===== src/shared/sdah_pkg.sv =====
// Constants, cause table and register map of the servo alarm handler.
// Assumes a single 25 MHz clock; all time figures are converted here.
package sdah_pkg;

   ////////////////////////////////////////////////////////////////////////////
   // Clock and lamp timing
   localparam int SDAH_CLK_HZ = 25_000_000;
   localparam int SDAH_BLINK_ON_MS = 200;
   localparam int SDAH_BLINK_GAP_MS = 1000;
   localparam int SDAH_BLINK_ON_CYC = SDAH_BLINK_ON_MS * (SDAH_CLK_HZ / 1000);
   localparam int SDAH_BLINK_GAP_CYC = SDAH_BLINK_GAP_MS * (SDAH_CLK_HZ / 1000);
   localparam int SDAH_TMR_W = 27;

   ////////////////////////////////////////////////////////////////////////////
   // Register byte offsets
   localparam logic [5:0] SDAH_OFS_CTRL = 6'h00;
   localparam logic [5:0] SDAH_OFS_STATUS = 6'h04;
   localparam logic [5:0] SDAH_OFS_CMD = 6'h08;
   localparam logic [5:0] SDAH_OFS_HIST_CNT = 6'h0c;
   localparam logic [5:0] SDAH_OFS_HIST_SEL = 6'h10;
   localparam logic [5:0] SDAH_OFS_HIST_DATA = 6'h14;
   localparam logic [5:0] SDAH_OFS_IRQ_STAT = 6'h18;
   localparam logic [5:0] SDAH_OFS_IRQ_CLR = 6'h1c;
   localparam logic [5:0] SDAH_OFS_IRQ_EN = 6'h20;
   localparam logic [5:0] SDAH_OFS_WARN = 6'h24;

   // Field positions
   localparam int SDAH_CTRL_CODE_EN = 0;
   localparam int SDAH_CTRL_POS_MODE = 1;
   localparam int SDAH_CMD_RESET = 0;
   localparam int SDAH_CMD_HIST_CLR = 1;
   localparam int SDAH_CMD_ABS_ARM = 2;
   localparam int SDAH_IRQ_RAISED = 0;
   localparam int SDAH_IRQ_WARN = 1;
   localparam int SDAH_IRQ_CLEARED = 2;
   localparam int SDAH_IRQ_W = 3;

   // Values after reset
   localparam logic SDAH_CODE_EN_RST = 1'b0;
   localparam logic SDAH_POS_MODE_RST = 1'b0;
   localparam logic [SDAH_IRQ_W-1:0] SDAH_IRQ_EN_RST = 3'h0;

   ////////////////////////////////////////////////////////////////////////////
   // Alarm causes; index is the fault_event bit, lowest index wins
   localparam int SDAH_NCAUSE = 12;
   localparam int SDAH_HIST_DEPTH = 10;
   localparam logic [3:0] SDAH_C_OVERVOLT = 4'h6;
   localparam logic [3:0] SDAH_C_ABS_LOSS = 4'hb;

   typedef struct packed {
      logic [7:0] code;
      logic [2:0] blinks;
      logic [2:0] al;
      logic resettable;
   } sdah_cause_s;

   // Code, blinks per group, code bits {2,1,0}, reset by input or tool
   function automatic sdah_cause_s sdah_cause_info(input logic [3:0] c);
      case (c)
         4'h0: sdah_cause_info = '{8'h21, 3'h2, 3'h2, 1'b1};
         4'h1: sdah_cause_info = '{8'h26, 3'h2, 3'h2, 1'b0};
         4'h2: sdah_cause_info = '{8'h30, 3'h2, 3'h2, 1'b1};
         4'h3: sdah_cause_info = '{8'h31, 3'h2, 3'h2, 1'b1};
         4'h4: sdah_cause_info = '{8'h34, 3'h2, 3'h2, 1'b1};
         4'h5: sdah_cause_info = '{8'h51, 3'h3, 3'h3, 1'b0};
         4'h6: sdah_cause_info = '{8'h22, 3'h3, 3'h3, 1'b0};
         4'h7: sdah_cause_info = '{8'h23, 3'h3, 3'h3, 1'b1};
         4'h8: sdah_cause_info = '{8'h25, 3'h3, 3'h3, 1'b1};
         4'h9: sdah_cause_info = '{8'h10, 3'h4, 3'h4, 1'b1};
         4'ha: sdah_cause_info = '{8'h20, 3'h5, 3'h5, 1'b0};
         4'hb: sdah_cause_info = '{8'h19, 3'h7, 3'h7, 1'b1};
         default: sdah_cause_info = '{8'h00, 3'h1, 3'h0, 1'b1};
      endcase
   endfunction

   typedef enum logic [1:0] {BL_IDLE, BL_ON, BL_OFF, BL_GAP} sdah_blink_e;

endpackage


===== src/logic/sdah_top.sv =====
// Alarm handler of a servo drive: alarm latch, code routing, lamp, history.
// Assumes protective events, warnings and plain outputs come from logic on clk;
// shared_clear_input and position_req_input are pins and are synchronised here.
//
// Notes on behaviour
// - Any alarm drops the alarm output and stops the motor.
// - Code output enabled: ready, limit, zero outputs carry code bits 0, 1, 2.
// - Position mode with position request on: no alarm code on shared outputs.
// - In that priority, shared clear input is only the position clock.
// - Alarm lamp blinks in groups; blinks per group name the cause.
// - Overvoltage blinks exactly three times per group.
// - Ten newest alarms kept, read newest first; a command clears them.
// - Fault clear input on then off; alarm clears at the off edge.
// - Active alarm readable by the tool interface.
// - Some alarms ignore input and tool reset; only power-up clears them.
// - Absolute position loss needs an extra arming step before reset.
// - Alarms that cut current engage the brake when one is fitted.
// - Warning shown for a condition before its alarm is raised.
//
// Implementation choices: the address map and the Avalon-MM interface to the registers.
`timescale 1ns/1ns
module sdah_top
   import sdah_pkg::*;
#(
   parameter int unsigned BLINK_ON_CYC = SDAH_BLINK_ON_CYC,
   parameter int unsigned BLINK_GAP_CYC = SDAH_BLINK_GAP_CYC,
   parameter logic [SDAH_NCAUSE-1:0] CUT_CURRENT_MASK = 12'hfff
)
(
   input wire logic clk,
   input wire logic rst,
   input wire logic [5:0] avs_address,
   input wire logic avs_read,
   input wire logic avs_write,
   input wire logic [31:0] avs_writedata,
   input wire logic [3:0] avs_byteenable,
   output logic [31:0] avs_readdata,
   output logic avs_waitrequest,
   input wire logic [SDAH_NCAUSE-1:0] fault_event,
   input wire logic [SDAH_NCAUSE-1:0] warn_cond,
   input wire logic brake_fitted,
   input wire logic ready_in,
   input wire logic limit_in,
   input wire logic zero_in,
   input wire logic shared_clear_input,
   input wire logic position_req_input,
   output logic alarm_output,
   output logic motor_stop,
   output logic brake_engage,
   output logic warning_output,
   output logic ready_output,
   output logic limit_reached_output,
   output logic zero_phase_or_near_output,
   output logic position_clock_input,
   output logic fault_indicator_lamp,
   output logic irq
);

   // Counts must fit the lamp timer; refused while elaborating
   if (BLINK_ON_CYC < 1 || BLINK_ON_CYC >= (1 << SDAH_TMR_W) ||
       BLINK_GAP_CYC < 1 || BLINK_GAP_CYC >= (1 << SDAH_TMR_W))
   begin : g_bad_blink
      $error("sdah_top: blink counts out of range");
   end

   localparam logic [SDAH_TMR_W-1:0] ON_LAST = SDAH_TMR_W'(BLINK_ON_CYC - 1);
   localparam logic [SDAH_TMR_W-1:0] GAP_LAST = SDAH_TMR_W'(BLINK_GAP_CYC - 1);

   typedef struct packed {
      logic code_en;
      logic pos_mode;
      logic [1:0] clr_sync;
      logic [1:0] preq_sync;
      logic clr_prev;
      logic active;
      logic [3:0] cause;
      logic abs_arm;
      logic [SDAH_HIST_DEPTH-1:0][7:0] hist;
      logic [3:0] hist_cnt;
      logic [3:0] hist_sel;
      sdah_blink_e bst;
      logic [SDAH_TMR_W-1:0] btmr;
      logic [2:0] bidx;
      logic lamp;
      logic [SDAH_IRQ_W-1:0] irq_st;
      logic [SDAH_IRQ_W-1:0] irq_en;
      logic warn;
      logic [2:0] shout;
      logic pclk;
      logic ack;
      logic [31:0] rdata;
   } sdah_state_s;

   sdah_state_s s_reg;
   sdah_state_s s_next;

   ////////////////////////////////////////////////////////////////////////////
   // Decoded helpers
   logic prio;
   logic clr_fall;
   logic wr_go;
   logic rd_start;
   logic cmd_wr;
   sdah_cause_s info;

   // Priority of position output; only the second sync stage is looked at
   assign prio = s_reg.pos_mode & s_reg.preq_sync[1];
   assign clr_fall = s_reg.clr_prev & ~s_reg.clr_sync[1];
   // Write lands on the edge where waitrequest is low
   assign wr_go = avs_write & s_reg.ack;
   assign rd_start = avs_read & ~s_reg.ack;
   assign cmd_wr = wr_go & (avs_address == SDAH_OFS_CMD) & avs_byteenable[0];
   assign info = sdah_cause_info(s_reg.cause);

   ////////////////////////////////////////////////////////////////////////////
   // Next state
   always_comb
   begin
      logic reset_req;
      logic [3:0] first;
      logic [SDAH_IRQ_W-1:0] ev;
      sdah_cause_s new_info;
      reset_req = 1'b0;
      first = 4'h0;
      ev = '0;
      new_info = sdah_cause_info(4'h0);
      s_next = s_reg;
      s_next.ack = (avs_read | avs_write) & ~s_reg.ack;
      s_next.clr_sync = {s_reg.clr_sync[0], shared_clear_input};
      s_next.preq_sync = {s_reg.preq_sync[0], position_req_input};
      s_next.clr_prev = s_reg.clr_sync[1];

      // Register writes
      if (wr_go && avs_byteenable[0])
      begin
         case (avs_address)
            SDAH_OFS_CTRL:
            begin
               s_next.code_en = avs_writedata[SDAH_CTRL_CODE_EN];
               s_next.pos_mode = avs_writedata[SDAH_CTRL_POS_MODE];
            end
            SDAH_OFS_HIST_SEL: s_next.hist_sel = avs_writedata[3:0];
            SDAH_OFS_IRQ_EN: s_next.irq_en = avs_writedata[SDAH_IRQ_W-1:0];
            default: ;
         endcase
      end

      // Reset sources; the clear pin is lost while it clocks position
      reset_req = (clr_fall & ~prio) | (cmd_wr & avs_writedata[SDAH_CMD_RESET]);
      if (cmd_wr && avs_writedata[SDAH_CMD_ABS_ARM])
         s_next.abs_arm = 1'b1;

      // History clear first so that a same-cycle alarm is still kept
      if (cmd_wr && avs_writedata[SDAH_CMD_HIST_CLR])
      begin
         s_next.hist = '0;
         s_next.hist_cnt = 4'h0;
      end

      // Alarm latch: first cause stays until a valid reset
      if (s_reg.active)
      begin
         if (reset_req && info.resettable && (s_reg.cause != SDAH_C_ABS_LOSS || s_reg.abs_arm))
         begin
            s_next.active = 1'b0;
            s_next.abs_arm = 1'b0;
            ev[SDAH_IRQ_CLEARED] = 1'b1;
         end
      end
      else if (|fault_event)
      begin
         for (int i = SDAH_NCAUSE - 1; i >= 0; i--)
            if (fault_event[i])
               first = 4'(i);
         s_next.active = 1'b1;
         s_next.cause = first;
         new_info = sdah_cause_info(first);
         s_next.hist = {s_next.hist[SDAH_HIST_DEPTH-2:0], new_info.code};
         if (s_next.hist_cnt < 4'(SDAH_HIST_DEPTH))
            s_next.hist_cnt = s_next.hist_cnt + 4'h1;
         ev[SDAH_IRQ_RAISED] = 1'b1;
      end

      // Warnings pass straight on from the condition inputs
      s_next.warn = |warn_cond;
      ev[SDAH_IRQ_WARN] = s_next.warn & ~s_reg.warn;

      // Shared outputs: code bits only when enabled and not overridden
      if (s_reg.active && s_reg.code_en && !prio)
         s_next.shout = info.al;
      else
         s_next.shout = {zero_in, limit_in, ready_in};
      s_next.pclk = prio & s_reg.clr_sync[1];

      // Lamp sequencer: groups of blinks, then a long gap
      case (s_reg.bst)
         BL_IDLE:
         begin
            s_next.btmr = '0;
            s_next.bidx = 3'h0;
            if (s_reg.active)
               s_next.bst = BL_ON;
         end
         BL_ON:
         begin
            s_next.btmr = s_reg.btmr + 1'b1;
            if (s_reg.btmr == ON_LAST)
            begin
               s_next.btmr = '0;
               s_next.bst = BL_OFF;
            end
         end
         BL_OFF:
         begin
            s_next.btmr = s_reg.btmr + 1'b1;
            if (s_reg.btmr == ON_LAST)
            begin
               s_next.btmr = '0;
               if (s_reg.bidx + 3'h1 >= info.blinks)
               begin
                  s_next.bidx = 3'h0;
                  s_next.bst = BL_GAP;
               end
               else
               begin
                  s_next.bidx = s_reg.bidx + 3'h1;
                  s_next.bst = BL_ON;
               end
            end
         end
         BL_GAP:
         begin
            s_next.btmr = s_reg.btmr + 1'b1;
            if (s_reg.btmr == GAP_LAST)
            begin
               s_next.btmr = '0;
               s_next.bst = BL_ON;
            end
         end
         default: s_next.bst = BL_IDLE;
      endcase
      // Gate on the next value so the lamp is dark the cycle the alarm clears
      if (!s_next.active)
         s_next.bst = BL_IDLE;
      s_next.lamp = (s_next.bst == BL_ON);

      // Sticky events; a new event beats a same-cycle clear
      s_next.irq_st = s_reg.irq_st | ev;
      if (wr_go && avs_byteenable[0] && avs_address == SDAH_OFS_IRQ_CLR)
         s_next.irq_st = (s_reg.irq_st & ~avs_writedata[SDAH_IRQ_W-1:0]) | ev;

      // Read data captured in the first cycle, shown in the second
      if (rd_start)
      begin
         case (avs_address)
            SDAH_OFS_CTRL: s_next.rdata = {30'h0, s_reg.pos_mode, s_reg.code_en};
            SDAH_OFS_STATUS: s_next.rdata = {16'h0, s_reg.active ? info.code : 8'h00,
                                             s_reg.active, 3'h0, s_reg.cause};
            SDAH_OFS_HIST_CNT: s_next.rdata = {28'h0, s_reg.hist_cnt};
            SDAH_OFS_HIST_SEL: s_next.rdata = {28'h0, s_reg.hist_sel};
            SDAH_OFS_HIST_DATA:
               s_next.rdata = (s_reg.hist_sel < s_reg.hist_cnt) ?
                  {24'h0, s_reg.hist[s_reg.hist_sel]} : 32'h0;
            SDAH_OFS_IRQ_STAT: s_next.rdata = {29'h0, s_reg.irq_st};
            SDAH_OFS_IRQ_EN: s_next.rdata = {29'h0, s_reg.irq_en};
            SDAH_OFS_WARN: s_next.rdata = {31'h0, s_reg.warn};
            default: s_next.rdata = 32'h0;
         endcase
      end
   end

   ////////////////////////////////////////////////////////////////////////////
   // State register; power-up reset is the only clear for latched alarms that are not resettable
   always_ff @(posedge clk or posedge rst)
   begin
      if (rst)
      begin
         s_reg <= '0;
         s_reg.code_en <= SDAH_CODE_EN_RST;
         s_reg.pos_mode <= SDAH_POS_MODE_RST;
         s_reg.irq_en <= SDAH_IRQ_EN_RST;
         s_reg.bst <= BL_IDLE;
      end
      else
         s_reg <= s_next;
   end

   ////////////////////////////////////////////////////////////////////////////
   // Outputs
   assign avs_waitrequest = (avs_read | avs_write) & ~s_reg.ack;
   assign avs_readdata = s_reg.rdata;
   assign alarm_output = ~s_reg.active;
   assign motor_stop = s_reg.active;
   assign brake_engage = s_reg.active & CUT_CURRENT_MASK[s_reg.cause] & brake_fitted;
   assign warning_output = s_reg.warn;
   assign ready_output = s_reg.shout[0];
   assign limit_reached_output = s_reg.shout[1];
   assign zero_phase_or_near_output = s_reg.shout[2];
   assign position_clock_input = s_reg.pclk;
   assign fault_indicator_lamp = s_reg.lamp;
   assign irq = |(s_reg.irq_st & s_reg.irq_en);

   ////////////////////////////////////////////////////////////////////////////
   // Checks
   property p_alarm_stops;
      @(posedge clk) disable iff (rst)
      (!s_reg.active && |fault_event) |=> (!alarm_output && motor_stop);
   endproperty
   a_alarm_stops: assert property (p_alarm_stops) else $error("alarm did not stop motor");

   property p_code_route;
      @(posedge clk) disable iff (rst)
      (s_reg.active && s_reg.code_en && !prio) |=>
         ({zero_phase_or_near_output, limit_reached_output, ready_output} == $past(info.al));
   endproperty
   a_code_route: assert property (p_code_route) else $error("alarm code not routed");

   property p_prio_plain;
      @(posedge clk) disable iff (rst)
      prio |=> (ready_output == $past(ready_in) && zero_phase_or_near_output == $past(zero_in));
   endproperty
   a_prio_plain: assert property (p_prio_plain) else $error("code shown under position priority");

   property p_prio_no_reset;
      @(posedge clk) disable iff (rst)
      (prio && clr_fall && s_reg.active && !cmd_wr) |=> s_reg.active;
   endproperty
   a_prio_no_reset: assert property (p_prio_no_reset) else $error("clear pin reset under priority");

   property p_ov_three;
      @(posedge clk) disable iff (rst)
      (s_reg.active && s_reg.cause == SDAH_C_OVERVOLT && s_reg.bst == BL_OFF && s_reg.btmr == ON_LAST)
         |=> ((s_reg.bst == BL_GAP) == ($past(s_reg.bidx) == 3'h2));
   endproperty
   a_ov_three: assert property (p_ov_three) else $error("overvoltage group not three blinks");

   property p_pin_reset;
      @(posedge clk) disable iff (rst)
      (s_reg.active && clr_fall && !prio && info.resettable && s_reg.cause != SDAH_C_ABS_LOSS)
         |=> !s_reg.active;
   endproperty
   a_pin_reset: assert property (p_pin_reset) else $error("off edge did not clear alarm");

   property p_no_reset;
      @(posedge clk) disable iff (rst)
      (s_reg.active && !info.resettable) |=> (s_reg.active && $stable(s_reg.cause));
   endproperty
   a_no_reset: assert property (p_no_reset) else $error("power-cycle alarm was cleared");

   property p_abs_arm;
      @(posedge clk) disable iff (rst)
      (s_reg.active && s_reg.cause == SDAH_C_ABS_LOSS && !s_reg.abs_arm) |=> s_reg.active;
   endproperty
   a_abs_arm: assert property (p_abs_arm) else $error("position loss cleared without arming");

   property p_brake;
      @(posedge clk) disable iff (rst)
      (s_reg.active && brake_fitted && CUT_CURRENT_MASK[s_reg.cause]) |-> brake_engage;
   endproperty
   a_brake: assert property (p_brake) else $error("brake not engaged");

   property p_warn;
      @(posedge clk) disable iff (rst)
      (|warn_cond) |=> warning_output;
   endproperty
   a_warn: assert property (p_warn) else $error("warning not shown");

   property p_idle_on;
      @(posedge clk) disable iff (rst)
      !s_reg.active |-> (alarm_output && !motor_stop && !fault_indicator_lamp);
   endproperty
   a_idle_on: assert property (p_idle_on) else $error("alarm output low with no alarm");

endmodule // sdah_top


===== config.mk =====
export PLATFORM = sky130hd
export DESIGN_NAME = sdah_top
export DESIGN_NICKNAME = d
export VERILOG_FILES = /design/src/shared/sdah_pkg.sv /design/src/logic/sdah_top.sv
export SDC_FILE = /design/constraint.sdc
export NUM_CORES = 1
export LEC_CHECK = 0
export BUFFER_PORTS_ARGS = -buffer_cell sky130_fd_sc_hd__buf_2
export CORE_ASPECT_RATIO = 1.4
export CORE_MARGIN = 2
export CORE_UTILIZATION = 64
export CTS_BUF_LIST = sky130_fd_sc_hd__clkbuf_8
export DETAILED_ROUTE_END_ITERATION = 10
export GPL_TIMING_DRIVEN = 0
export HOLD_SLACK_MARGIN = 0.03
export PLACE_DENSITY = 0.88
export SYNTH_ARGS = -nofsm -noshare
export SYNTH_HDL_FRONTEND = slang
export SYNTH_SLANG_ARGS = --single-unit
export TNS_END_PERCENT = 10

===== constraint.sdc =====
create_clock -name clk -period 7.25 [get_ports clk]
set_input_delay 0.725 -clock clk [delete_from_list [all_inputs] [get_ports clk]]
set_output_delay 0.725 -clock clk [all_outputs]
set_load 0.02 [all_outputs]

# == After elaboration in Yosys (flattened, before gate mapping) ==
# Memory sizes are Yosys's and may differ from the RTL's.
# Index checks and enable logic that the tools add are counted.
# word_totals
reg_bits,178
rom_bits,464
input_bits,76
out_inout_bits,43
wordCells,150
mem_count,3
# mem_list
name,depth,word_bits,rd,rd_clocked_by_memory_dff,wr,line,source
(no name shown),16,14,1,0,0,sdah_pkg.sv:59,case (c)
(no name shown),16,14,1,0,0,sdah_pkg.sv:59,
(no name shown),16,1,1,0,0,sdah_top.sv:294,assign brake_engage = s_reg.active & CUT_CURRENT_MASK[s_reg.cause] & brake_fitted;
# op_classes
addsub,3
order_cmp,5
n_eq_ne,17
mux,45
bitwise_logic,25
reduce_logical,21
# ops
op,n
two-way mux 84 bit,3
one-hot mux 16 bit (8 select lines),1
one-hot mux 29 bit (4 select lines),1
two-way mux 4 bit,15
two-way mux 29 bit,2
binary-select mux 8 bit (select 4 bit),1
two-way mux 32 bit,1
"adder 27 x 1 -> 27 bit, second input constant",1
"== test 27 x 23 -> 1 bit, second input constant",1
"== test 27 x 25 -> 1 bit, second input constant",1
"== test 6 x 5 -> 1 bit, second input constant",4
two-way mux 8 bit,3
OR reduction 12 bit,2
bitwise AND 1 bit,13
"== test 6 x 4 -> 1 bit, second input constant",2
"== test 6 bit, second input constant",2
"< comparator 4 x 5 -> 1 bit, second input constant",2
two-way mux 1 bit,10
AND reduction 2 bit,5
two-way mux 3 bit,3
logical AND 1 bit,8
bitwise AND 3 bit,2
"== test 6 x 3 -> 1 bit, second input constant",1
zero test 6 bit,1
21 further kinds,31

# == Longest topological paths before layout ==
# depth
ltp_word,18
mapped_depth,11
ltp_nobuf,11

# == Least setup slack after synthesis ==
# OpenSTA, ideal clock, no wires.
# synth_path
kind,in2reg
start,in avs_address[2]
end,reg s_reg[83] (netlist bit)
setup_time_ns,0.099
arrival_ns,2.544
required_time_ns,7.151
path_slack_ns,4.606
stages,11
n_path_buf,3
cell_sequence,clkbuf_1 > nor3_1 > and2_1 > and3_1 > clkbuf_1 > clkbuf_1 > nor2_1 > ha_1 > nand2_1 > nor4_1 > a311oi_1
# synth_lines
element,line,source
from (decl),sdah_top.sv:32,"input wire logic [5:0] avs_address,"
to (signal assigned),sdah_top.sv:285,s_reg <= s_next;
to (decl),sdah_top.sv:94,sdah_state_s s_reg;

==> results.md <==
- CP endpoint kind: flop
- TritonCTS Buffers: 17
- HPWL after DPL: 15.1 mm
- Die X: 101 µm
- Post-route clock period utilization: 41.9%
- Most used cell, CP: clkbuf_1
- Final WS setup: 4210 ps
- Routed Antenna Nets: 0
- Total Die Area: 14200 µm²
- CORE AREA: 12900 µm²
- Fin Setup TNS: 0 ps
- Hold WS: 356 ps
- Complex-gate fraction of the synthesized area: 13.5%
- Clock Pin Slew Worst Setup and Hold Paths: 100 ps
- Largest family of logic cells by synthesized area: simple AND/OR/NAND/NOR gates
- #FFs+latches synth: 161
- Yosys warnings: 0
- Startpoint types: input pin
- Sequential area share after synthesis: 47.4%
- Largest net degree at the start of global routing: 101
- DR pass1 iterations: 5
- R2r startpoint: s_reg[32]
- Max-slew headroom: 9.88%
- Outcome: complete, no violations
- Final Max Tran Viols: 0
- Routability cong.: 0.997
- Slew @ Worst Pin: 1340 ps
- EDFF count, synth: 0
- Post-CTS Setup Bufs: 0
- DRT Wirelength: 20.7 mm
- MaxCap Viol Count: 0
- Total power: 2.50 mW
- Global-route wire length before repair: 34.1 mm
- Layout cells sized above 1: 18.3%
- Buffers on Ports: 69
- Post-Synth Adder-Cell Area: 2.50%
- Worst IR Drop VDD: 0.154 mV
- Iter 0 DRT Violations: 481
- HP Class: flop to flop
- End of the worst register-to-register path: s_reg[83]
- Overall Global Routing Usage: 30.7%
- Final Hold Viols: 0
- Commonest cells after routing, fill and taps aside: 176 x nand2_1, 161 x dfrtp_1, 87 x a21oi_1
- DR vias: 7129
- CP arrival: 3400 ps
- Mux cell area share after synthesis: 8.51%
- Mapped Avg Cell Area: 9.51 µm²
- Vias per cell: 6.00
- Kind of critical path: input pin to flop
- Top Family by Delay on Critical Path: simple AND/OR/NAND/NOR gates
- Vias in the first global route: 7000
- Worst slack, placed: 3890 ps
- Worst Hold Depth: 0
- Pwr per Cell Area: 263 nW/µm²
- Cell taking the most area after synthesis: dfrtp_1
- RSZ-0062 raised after global routing: no
- Leak Pwr: 4.33 nW
- R2R cell count: 10
- Synthesized cell area: 8500 µm²
- Antenna Cells: 0
- Mapped Cells: 893
- Die height: 140 µm
- Initial Util: 65.7%
- Top_reg_cell synth: dfrtp_1
- Fmax: 329 MHz
- Initial antenna violation count: 0
- Synth Area in Simple Gates: 19.3%
- Clk_lat worst skew: 470 ps
- Worst-case clock buffer depth: 2
- Nets: 1091
- Commonest non-fill, non-tap cell in the layout: nand2_1
- Crit path max fanout: 10
- HP Start: s_next[175]
- H-tree depth: 4
- PostCTS Resize Cnt: 0
- Slowest-stage cell, CP: clkbuf_1
- Crit path cell chain: clkbuf_1, nor3_1, and2_1, and3_1, clkbuf_1, clkbuf_1, nor2_1, ha_1, nand2_1, nor4_1, a311oi_1
- Largest register FFs: 136
- Ys async rst share: 100%
- WP depth: 11
- CTS Root Cell: clkbuf_8
- Area Growth Syn to Fin: 12.0%
- Cell variety after synth: 66
- Top post-synthesis cells by area: dfrtp_1 47%, nand2_1 7.8%, a21oi_1 5.1%, mux4_2 4.2%, nor2_1 2.9%
- Boundary Pins: 119
- Req. time, crit path: 7610 ps
- CTS tree: yes
- WHS Endpoint: s_next[171]
- Drt drc: 0
- Avg WL per Cell: 17.4 µm
- Clock skew: 20.1 ps
- TritonCTS sink count: 161
- FF-to-FF setup slack: 4440 ps
- CP peak stage delay: 530 ps
- Placement row count: 49
- Setup-failing EPs final: 0
- Share of the synthesized area in the top cell type: 47.4%
- Final min period: 3040 ps
- Hold buffers post-CTS: 0
- Xor and xnor area share after synthesis: 2.78%
- Crit path buffers/inverters: 3
- GRT overflow: 0
-- metrics by stage --
stage,area [µm²],util [%],cells
6_report,9520,73.6,1189
5_1_grt,9520,73.6,1189
4_1_cts,9520,73.6,1189
3_5_place_dp,9160,70.8,1157
3_3_place_gp,9120,70.5,1156
2_1_floorplan,8560,-,909
-- cell families (layout without fill, tap and decap cells) --
kind of cell / after synthesis / after routing
compound gates: 183 / 183
other cells: 1 / 17
buf+inv: 102 / 204
mux: 50 / 50
fa+ha+maj: 17 / 17
simple gates: 352 / 352
xor+xnor: 27 / 27
flops: 161 / 161
-- worst max-delay path by stage --
stage | from | end | slack (ps)
detailed placement | avs_address[2] | s_reg[83] | 3890
finish | avs_address[2] | s_reg[83] | 4210
global placement | rst | s_reg[40] | 570
floorplan | rst | avs_readdata[0] | 2180
global route | fault_event[0] | s_reg[156] | 4120
CTS | avs_address[2] | s_reg[83] | 4340
-- cell usage after synthesis, types with 5 or more instances --
cell type	n
buf_1	7
o22ai_1	5
a32o_1	6
o21a_1	5
nor4_1	11
mux2i_1	16
nor2b_1	6
o21ai_0	22
mux4_2	16
nand2_1	176
buf_4	32
ha_1	17
inv_1	20
buf_2	6
nand2b_1	9
dfrtp_1	161
a31oi_1	13
and4_1	6
and3_1	9
and2_1	5
clkbuf_1	37
a21o_1	5
nor3_1	6
mux2_2	18
xor2_1	21
a21oi_1	87
a22o_1	9
nor2_1	65
nand4_1	11
xnor2_1	6
nand3_1	18
-- layer usage --
metal / global-route usage, % / part of all wire (%) / routed length, µm / up-vias
li1: - / - / - / 3307
met5: 0 / 0 / 0 / -
met2: 49.8 / 51 / 10500 / 289
met3: 5.84 / 4.8 / 992 / 71
met1: 37.9 / 39 / 8150 / 3462
met4: 18.1 / 5.1 / 1060 / 0
-- power breakdown --
part / leakage (nW) / switching [mW] / total, mW / internal (mW)
logic: 2.01 / 0.430 / 0.705 / 0.275
clock network: 0.181 / 0.350 / 0.611 / 0.260
registers: 2.14 / 0.140 / 1.19 / 1.05
total: 4.33 / 0.920 / 2.50 / 1.58
-- final cells by class --
cell class	instances	area (µm²)
clock inverters	13	101
inverters	20	80.1
clock buffers	19	262
well taps	178	223
plain buffers	82	435
flip-flops and latches	161	4030
fillers	914	3420
multi-input cells	646	4020
repair buffers	70	373
Power figures use the tool's default switching activity.
